<file path="src/hdl/omr_pkg.sv">
// Package for the occupancy mode and restart state control block
package omr_pkg;

	// Operating modes
	typedef enum logic [1:0] {
		OMR_MODE_FULL_AUTO = 2'b00,
		OMR_MODE_MANUAL_START_AUTO_END = 2'b01,
		OMR_MODE_AUTO_START_MANUAL_END = 2'b10
	} omr_mode_e;

	// Application types
	typedef enum logic [1:0] {
		OMR_APP_SINGLE = 2'b00,
		OMR_APP_MAIN = 2'b01,
		OMR_APP_EXTENSION = 2'b10
	} omr_app_e;

	// Restart setting after supply return
	typedef enum logic [0:0] {
		OMR_RESTART_NO_REACTION = 1'b0,
		OMR_RESTART_DISABLING = 1'b1
	} omr_restart_e;

	// Block state
	typedef enum logic [1:0] {
		OMR_ST_IDLE = 2'b00,
		OMR_ST_ARMED = 2'b01,
		OMR_ST_DETECT = 2'b10,
		OMR_ST_DISABLED = 2'b11
	} omr_state_e;

	// Configuration carried as one packed word
	typedef struct packed {
		omr_mode_e mode;
		omr_app_e app;
		omr_restart_e restart;
		logic light_ctrl;
		logic first_function_block;
		logic send_on_disable;
	} omr_cfg_s;

	// Output telegram pulses
	typedef struct packed {
		logic detect_start;
		logic detect_end;
		logic disable_start;
		logic disable_end;
	} omr_tx_s;

	// APB register map (byte addresses)
	localparam logic [7:0] OMR_CTRL_ADDR = 8'h00;
	localparam logic [7:0] OMR_STATUS_ADDR = 8'h04;
	localparam logic [7:0] OMR_HOLD_ADDR = 8'h08;

	// CTRL field positions
	localparam int OMR_CTRL_MODE_LSB = 0;
	localparam int OMR_CTRL_APP_LSB = 2;
	localparam int OMR_CTRL_RESTART_BIT = 4;
	localparam int OMR_CTRL_LIGHT_BIT = 5;
	localparam int OMR_CTRL_FB1_BIT = 6;
	localparam int OMR_CTRL_SENDDIS_BIT = 7;
	localparam int OMR_CTRL_DISEND_BIT = 8;

	// STATUS field positions
	localparam int OMR_STAT_STATE_LSB = 0;
	localparam int OMR_STAT_TIMER_BIT = 2;
	localparam int OMR_STAT_PRES_BIT = 3;
	localparam int OMR_STAT_SAVED_LSB = 4;

	// Reset values
	localparam logic [8:0] OMR_CTRL_RESET = 9'h000;
	localparam int OMR_HOLD_WIDTH = 32;
	localparam logic [31:0] OMR_HOLD_RESET = 32'h0000_03e8;

	// Hold-off tick period in ns, and its cycle count at 250 MHz
	localparam int OMR_CLK_MHZ = 250;
	localparam int OMR_TICK_NS = 1000;
	localparam int OMR_TICK_CYCLES = (OMR_TICK_NS * OMR_CLK_MHZ) / 1000;

endpackage : omr_pkg

</file>
<file path="src/hdl/omr_fsm.sv">
// Occupancy mode and supply-return restart state control, with APB registers
//
// Design decisions made here: the placing of the registers and the APB interface to the registers.
module omr_fsm #(
	parameter int HOLD_WIDTH = omr_pkg::OMR_HOLD_WIDTH,
	parameter int TICK_CYCLES = omr_pkg::OMR_TICK_CYCLES
) (
	input wire logic clk_i,
	input wire logic reset_n_i,
	input wire logic psel_i,
	input wire logic penable_i,
	input wire logic pwrite_i,
	input wire logic [7:0] paddr_i,
	input wire logic [31:0] pwdata_i,
	output logic [31:0] prdata_o,
	output logic pready_o,
	output logic pslverr_o,
	input wire logic motion_i,
	input wire logic manual_on_i,
	input wire logic manual_off_i,
	input wire logic supply_return_i,
	output omr_pkg::omr_tx_s tx_o,
	output logic presence_o,
	output logic detecting_o
);
	import omr_pkg::*;

	localparam int TICK_W = (TICK_CYCLES > 1) ? $clog2(TICK_CYCLES) : 1;

	// Pin synchronisers
	logic motion_s1;
	logic motion_s2;
	logic supply_s1;
	logic supply_s2;
	logic supply_s3;

	// Configuration and state
	omr_cfg_s cfg;
	logic [HOLD_WIDTH-1:0] hold_time;
	omr_state_e state;
	omr_state_e saved_state;
	logic [HOLD_WIDTH-1:0] hold_cnt;
	logic hold_run;
	logic [TICK_W-1:0] tick_cnt;
	logic tick;
	logic restart_pulse;
	logic restart_allowed;
	logic disable_req;
	logic disable_end_req;
	omr_tx_s next_tx;
	omr_state_e next_state;

	// Bus access helpers
	logic apb_wr;
	logic apb_rd;
	logic addr_ok;
	logic [31:0] next_prdata;

	// Two-flop sync; edge detect reads only the second stage onward
	always_ff @(posedge clk_i) begin
		if (!reset_n_i) begin
			motion_s1 <= 1'b0;
			motion_s2 <= 1'b0;
			supply_s1 <= 1'b0;
			supply_s2 <= 1'b0;
			supply_s3 <= 1'b0;
		end else begin
			motion_s1 <= motion_i;
			motion_s2 <= motion_s1;
			supply_s1 <= supply_return_i;
			supply_s2 <= supply_s1;
			supply_s3 <= supply_s2;
		end
	end

	assign restart_pulse = supply_s2 && !supply_s3;

	assign restart_allowed = (cfg.app != OMR_APP_EXTENSION);

	assign apb_wr = psel_i && penable_i && pwrite_i;
	assign apb_rd = psel_i && !penable_i && !pwrite_i;
	assign addr_ok = (paddr_i == OMR_CTRL_ADDR) || (paddr_i == OMR_STATUS_ADDR) || (paddr_i == OMR_HOLD_ADDR);
	assign disable_req = apb_wr && (paddr_i == OMR_CTRL_ADDR) && pwdata_i[OMR_CTRL_DISEND_BIT];
	assign disable_end_req = disable_req && (state == OMR_ST_DISABLED);

	// Configuration register writes
	always_ff @(posedge clk_i) begin
		if (!reset_n_i) begin
			cfg <= omr_cfg_s'(OMR_CTRL_RESET[7:0]);
			hold_time <= HOLD_WIDTH'(OMR_HOLD_RESET);
		end else if (apb_wr && paddr_i == OMR_CTRL_ADDR) begin
			cfg.app <= omr_app_e'(pwdata_i[OMR_CTRL_APP_LSB +: 2]);
			cfg.restart <= omr_restart_e'(pwdata_i[OMR_CTRL_RESTART_BIT]);
			cfg.light_ctrl <= pwdata_i[OMR_CTRL_LIGHT_BIT];
			cfg.first_function_block <= pwdata_i[OMR_CTRL_FB1_BIT];
			cfg.send_on_disable <= pwdata_i[OMR_CTRL_SENDDIS_BIT];
			if (!(pwdata_i[OMR_CTRL_LIGHT_BIT] && pwdata_i[OMR_CTRL_MODE_LSB +: 2] == 2'(OMR_MODE_AUTO_START_MANUAL_END))
					&& pwdata_i[OMR_CTRL_MODE_LSB +: 2] != 2'b11) begin
				cfg.mode <= omr_mode_e'(pwdata_i[OMR_CTRL_MODE_LSB +: 2]);
			end
		end else if (apb_wr && paddr_i == OMR_HOLD_ADDR) begin
			hold_time <= pwdata_i[HOLD_WIDTH-1:0];
		end
	end

	// Base tick divider for the hold-off timer
	always_ff @(posedge clk_i) begin
		if (!reset_n_i) begin
			tick_cnt <= '0;
			tick <= 1'b0;
		end else if (tick_cnt == TICK_W'(TICK_CYCLES - 1)) begin
			tick_cnt <= '0;
			tick <= 1'b1;
		end else begin
			tick_cnt <= tick_cnt + 1'b1;
			tick <= 1'b0;
		end
	end

	// Next-state logic; restart has priority over all events
	always_comb begin
		next_state = state;
		next_tx = '0;
		if (restart_pulse && restart_allowed) begin
			// restart setting picks the disabled state or the basic state
			if (cfg.restart == OMR_RESTART_DISABLING) begin
				next_state = OMR_ST_DISABLED;
				next_tx.disable_start = cfg.send_on_disable;
			end else begin
				next_state = (cfg.mode == OMR_MODE_MANUAL_START_AUTO_END) ? OMR_ST_IDLE : OMR_ST_ARMED;
			end
		end else begin
			case (state)
				OMR_ST_IDLE: begin
					if (manual_on_i || cfg.mode != OMR_MODE_MANUAL_START_AUTO_END) begin
						next_state = manual_on_i ? OMR_ST_DETECT : OMR_ST_ARMED;
						next_tx.detect_start = manual_on_i;
					end
				end
				OMR_ST_ARMED: begin
					if (cfg.mode == OMR_MODE_MANUAL_START_AUTO_END) begin
						next_state = manual_on_i ? OMR_ST_DETECT : OMR_ST_IDLE;
						next_tx.detect_start = manual_on_i;
					end else if (motion_s2 || manual_on_i) begin
						next_state = OMR_ST_DETECT;
						next_tx.detect_start = 1'b1;
					end
				end
				OMR_ST_DETECT: begin
					if (manual_off_i) begin
						next_tx.detect_end = 1'b1;
						next_state = (cfg.mode == OMR_MODE_MANUAL_START_AUTO_END) ? OMR_ST_IDLE : OMR_ST_ARMED;
					end else if (hold_run && hold_cnt == '0 && tick) begin
						next_tx.detect_end = 1'b1;
						next_state = (cfg.mode == OMR_MODE_MANUAL_START_AUTO_END) ? OMR_ST_IDLE : OMR_ST_ARMED;
					end
				end
				OMR_ST_DISABLED: begin
					if (disable_end_req) begin
						next_tx.disable_end = 1'b1;
						next_state = saved_state;
					end
				end
				default: next_state = OMR_ST_IDLE;
			endcase
		end
	end

	// State, saved state and telegram outputs
	always_ff @(posedge clk_i) begin
		if (!reset_n_i) begin
			state <= OMR_ST_IDLE;
			saved_state <= OMR_ST_IDLE;
			tx_o <= '0;
			detecting_o <= 1'b0;
		end else begin
			state <= next_state;
			tx_o <= next_tx;
			detecting_o <= (next_state == OMR_ST_DETECT);
			// basic state is the one to restore
			if (restart_pulse && restart_allowed && cfg.restart == OMR_RESTART_DISABLING) begin
				saved_state <= (cfg.mode == OMR_MODE_MANUAL_START_AUTO_END) ? OMR_ST_IDLE : OMR_ST_ARMED;
			end else if (disable_req && state != OMR_ST_DISABLED) begin
				saved_state <= state;
			end
		end
	end

	// Hold-off timer: reloaded on each motion while detecting, held clear in auto-start manual-end mode
	always_ff @(posedge clk_i) begin
		if (!reset_n_i) begin
			hold_cnt <= '0;
			hold_run <= 1'b0;
		end else if (restart_pulse && restart_allowed) begin
			hold_run <= 1'b0;
			hold_cnt <= '0;
		end else if (next_state == OMR_ST_DETECT && cfg.mode != OMR_MODE_AUTO_START_MANUAL_END) begin
			if (state != OMR_ST_DETECT || motion_s2) begin
				hold_run <= 1'b1;
				hold_cnt <= hold_time;
			end else if (tick && hold_cnt != '0) begin
				hold_cnt <= hold_cnt - 1'b1;
			end
		end else begin
			hold_run <= 1'b0;
			hold_cnt <= '0;
		end
	end

	// Presence indication to light control
	always_ff @(posedge clk_i) begin
		if (!reset_n_i) begin
			presence_o <= 1'b0;
		end else if (restart_pulse && restart_allowed) begin
			presence_o <= 1'b0;
		end else begin
			// light control only on first block
			presence_o <= cfg.light_ctrl && cfg.first_function_block && (next_state == OMR_ST_DETECT);
		end
	end

	// APB read data, zero wait states
	always_comb begin
		next_prdata = '0;
		case (paddr_i)
			OMR_CTRL_ADDR: begin
				next_prdata[OMR_CTRL_MODE_LSB +: 2] = cfg.mode;
				next_prdata[OMR_CTRL_APP_LSB +: 2] = cfg.app;
				next_prdata[OMR_CTRL_RESTART_BIT] = cfg.restart;
				next_prdata[OMR_CTRL_LIGHT_BIT] = cfg.light_ctrl;
				next_prdata[OMR_CTRL_FB1_BIT] = cfg.first_function_block;
				next_prdata[OMR_CTRL_SENDDIS_BIT] = cfg.send_on_disable;
			end
			OMR_STATUS_ADDR: begin
				next_prdata[OMR_STAT_STATE_LSB +: 2] = state;
				next_prdata[OMR_STAT_TIMER_BIT] = hold_run;
				next_prdata[OMR_STAT_PRES_BIT] = presence_o;
				next_prdata[OMR_STAT_SAVED_LSB +: 2] = saved_state;
			end
			OMR_HOLD_ADDR: next_prdata[HOLD_WIDTH-1:0] = hold_time;
			default: next_prdata = '0;
		endcase
	end

	// Data is set in the setup cycle so pready can be high in access
	always_ff @(posedge clk_i) begin
		if (!reset_n_i) begin
			prdata_o <= '0;
			pready_o <= 1'b0;
			pslverr_o <= 1'b0;
		end else begin
			if (apb_rd) begin
				prdata_o <= next_prdata;
			end
			pready_o <= psel_i && !penable_i;
			pslverr_o <= psel_i && !penable_i && !addr_ok;
		end
	end

endmodule : omr_fsm

</file>
<file path="config.mk">
export PLATFORM = sky130hd
export DESIGN_NAME = omr_fsm
export DESIGN_NICKNAME = d
export VERILOG_FILES = /design/src/hdl/omr_pkg.sv /design/src/hdl/omr_fsm.sv
export SDC_FILE = /design/constraint.sdc
export NUM_CORES = 1
export LEC_CHECK = 0
export ABC_CLOCK_PERIOD_IN_PS = 5100
export BUFFER_PORTS_ARGS = -buffer_cell sky130_fd_sc_hd__buf_2
export CORE_MARGIN = 2
export CORE_UTILIZATION = 60
export CTS_BUF_LIST = sky130_fd_sc_hd__clkbuf_8
export DETAILED_ROUTE_END_ITERATION = 16
export GPL_TIMING_DRIVEN = 0
export PLACE_DENSITY_LB_ADDON = 0.05
export SYNTH_ARGS = -nofsm -noshare
export SYNTH_HDL_FRONTEND = slang
export SYNTH_SLANG_ARGS = --single-unit
</file>
<file path="constraint.sdc">
create_clock -name clk_i -period 5.1 [get_ports clk_i]
set_clock_uncertainty 0.2 [all_clocks]
set_input_delay 0.765 -clock clk_i [delete_from_list [all_inputs] [get_ports clk_i]]
set_output_delay 0.765 -clock clk_i [all_outputs]
set_load 0.02 [all_outputs]
</file>
==> impl_metrics.json <==
{
  "cts_tree": "yes",
  "routed_wl_um": 15700,
  "ys_ff_latch": 131,
  "syn_area_per_cell_um2": 9.08,
  "fin_crit_sh_pct": 58.6,
  "synthCells": 660,
  "hp-start": "motion_s1",
  "worst_pin_slew_ns": 1.04,
  "rows": 36,
  "rsz0062_at_grt": "no",
  "synth_cell_types": 63,
  "fin_worst_hold_slack_ns": 0.253,
  "hold_class": "reg -> reg",
  "fin_cells": 911,
  "multi_input_area_um2": 3140,
  "die_w_um": 104,
  "netlist_area_um2": 5990,
  "dieArea_um2": 10800,
  "portBuffers": 86,
  "powerDensity_nw_per_um2": 320,
  "layout-drive-gt1-share_pct": 22.8,
  "post_cts_buffers": 0,
  "gr-total-overflow": 0,
  "cts-root-buf": "clkbuf_8",
  "dr_total_vias": 5307,
  "grt_pass1_wl_um": 25700,
  "r2r_start": "hold_cnt[0]",
  "final_common_cell": "dfxtp_1",
  "hold_path_depth": 1,
  "start_kind": "register",
  "synth-async-reset-ratio_pct": 0,
  "core_region_area_um2": 9730,
  "ys.warnings.count": 0,
  "min_period_ns": 2.99,
  "start_util_pct": 61.6,
  "final_cell_mix": "dfxtp_1 (131), nand2_1 (95), buf_2 (90)",
  "cts_sinks": 131,
  "route.detailed.drc": 0,
  "hold_violations": 0,
  "layout.nets": 818,
  "clk_pin_slew_ns": 0.08,
  "cts_buffers": 17,
  "timing.fmax_mhz": 334,
  "die_h_um": 104,
  "wl_per_cell_um": 17.3,
  "critPathMaxFanout": 10,
  "gp_congestion": 0.961,
  "hold_path_end": "motion_s2",
  "reg2reg_to": "hold_cnt[14]",
  "critical_path.endpoint_type": "register",
  "ios": 89,
  "viasPerCell": 5.83,
  "finalMaxSlewViolations": 0,
  "worst_ep_required_time_ns": 5.20,
  "drt.antenna.violating_nets": 0,
  "area_delta_synth_final_pct": 17.1,
  "grt_max_degree": 17,
  "cap_violations": 0,
  "placed_cells": 879,
  "cts_resized": 0,
  "clock_latency_ns": 0.45,
  "status": "finished, final reports clean",
  "cts_max_path_buffers": 2,
  "syn-num-nets": 713,
  "ir_drop_v": 0.000237,
  "drtPass1Iterations": 5,
  "finalSetupViolations": 0,
  "synth_top_flop_cell": "dfxtp_1",
  "antenna_found_initial": 0,
  "dp_hpwl_um": 11600,
  "ys_seq_area_share_pct": 43.8,
  "slew_headroom_pct": 29.9,
  "critPathArrivalTime_ns": 3.09,
  "cts.hold.buffers_added": 0,
  "path_class": "reg -> reg",
  "h-tree-depth": 4,
  "rr_worst_depth": 10,
  "tns_ns": 0,
  "total_leakage_power_nw": 2.65,
  "synth_edf_count": 0,
  "seqCellArea_um2": 2620,
  "drtIter0Drc": 292,
  "grt_pass1_vias": 5223,
  "reg2reg_slack_ns": 2.11,
  "grtUsageTotal_pct": 30.1,
  "diodes": 0,
  "fillCellCount": 805
}
[cell families (layout without fill, tap and decap cells)]
logic type | after synthesis | in the layout | share of synthesized area, %
XOR/XNOR | 31 | 31 | 4.53
AND/OR/NAND/NOR | 313 | 313 | 27.2
adder cells (fa/ha/maj) | 4 | 4 | 0.835
buffers and inverters | 45 | 163 | 3.84
multiplexers | 15 | 15 | 2.53
AO/OA/AOI/OAI | 121 | 121 | 17.3
flip-flops | 131 | 131 | 43.8
[per-layer routing]
layer,GRT usage (%),share of wire (%),wire length (um),vias up
li1,-,-,-,2535
met1,36.9,42,6640,2534
met2,50.2,49,7640,196
met3,7.46,6.0,946,42
met4,13.3,3.1,489,0
met5,0,0,0,-
[area by class of cell]
class                           instances  share of cell area [%]
Buffer                                 39                    2.96
Clock buffer                           17                    3.34
Clock inverter                         15                    2.73
Inverter                                6                   0.321
Multi-Input combinational cell        484                    44.7
Sequential cell                       131                    37.4
Tap cell                              133                    2.37
Timing Repair Buffer                   86                    6.14
[worst max path at each step]
stage                     start  depth (start not counted)      endpoint  slack [ns]
finish              hold_cnt[0]                         10  hold_cnt[14]        2.11
global route         paddr_i[1]                          8  prdata_o[18]        1.93
CTS                 hold_cnt[0]                         10  hold_cnt[14]        2.14
detailed placement   paddr_i[1]                          8  prdata_o[18]        1.72
global placement     paddr_i[1]                          8  prdata_o[30]        1.83
floorplan            paddr_i[1]                          8  hold_cnt[14]        2.30
[synthesized netlist by cell type, types with 12 or more instances]
library cell / instances / area share [%]
dfxtp_1: 131 / 44
nand2_1: 95 / 6.0
nor2_1: 66 / 4.1
nor2b_1: 43 / 4.5
a22oi_1: 33 / 4.1
clkbuf_1: 29 / 1.8
a21boi_0: 28 / 3.5
a211oi_2: 26 / 5.4
nor3_1: 20 / 1.7
xor2_1: 19 / 2.8
nand3_1: 16 / 1.3
mux2i_1: 14 / 2.3
o21ai_0: 12 / 1.0
xnor2_1: 12 / 1.8
[report_power, final]
group	internal, W	switching, W	leakage [nW]
combinational	0.0000887	0.000159	1.37
clock	0.000528	0.000413	0.214
sequential	0.00104	0.0000154	1.06
[critical path, stage by stage (launching register included)]
cell and delay [ns]:
dfxtp_1 0.31, inv_1 0.11, ha_1 0.21, nor4b_2 0.29
nand4b_2 0.28, or4_4 0.60, a41oi_2 0.31, or4b_1 0.18
buf_6 0.15, buf_12 0.16, a311oi_2 0.04
[registers in the layout (all words and copies together) (netlist names)]
name	cells
motion_s2	1
hold_time	32
tx_o	4
pready_o	1
hold_run	1
state	2
cfg	8
saved_state	2
motion_s1	1
hold_cnt	32
tick_cnt	8
presence_o	1
pslverr_o	1
supply_s1	1
prdata_o	32
tick	1
supply_s2	1
detecting_o	1
supply_s3	1
[metrics by stage]
stage / worst slack (ns) / util, % / power, W / area (um2)
floorplan: 2.30 / - / 0.00124 / 5990
global placement: 1.83 / 67.7 / 0.00131 / 6590
detailed placement: 1.72 / 67.7 / 0.00132 / 6590
CTS: 2.14 / 72.1 / 0.00225 / 7010
global route: 1.93 / 72.1 / 0.00233 / 7010
finish: 2.11 / 72.1 / 0.00224 / 7010
No activity file was read; power rests on OpenSTA's default activity.
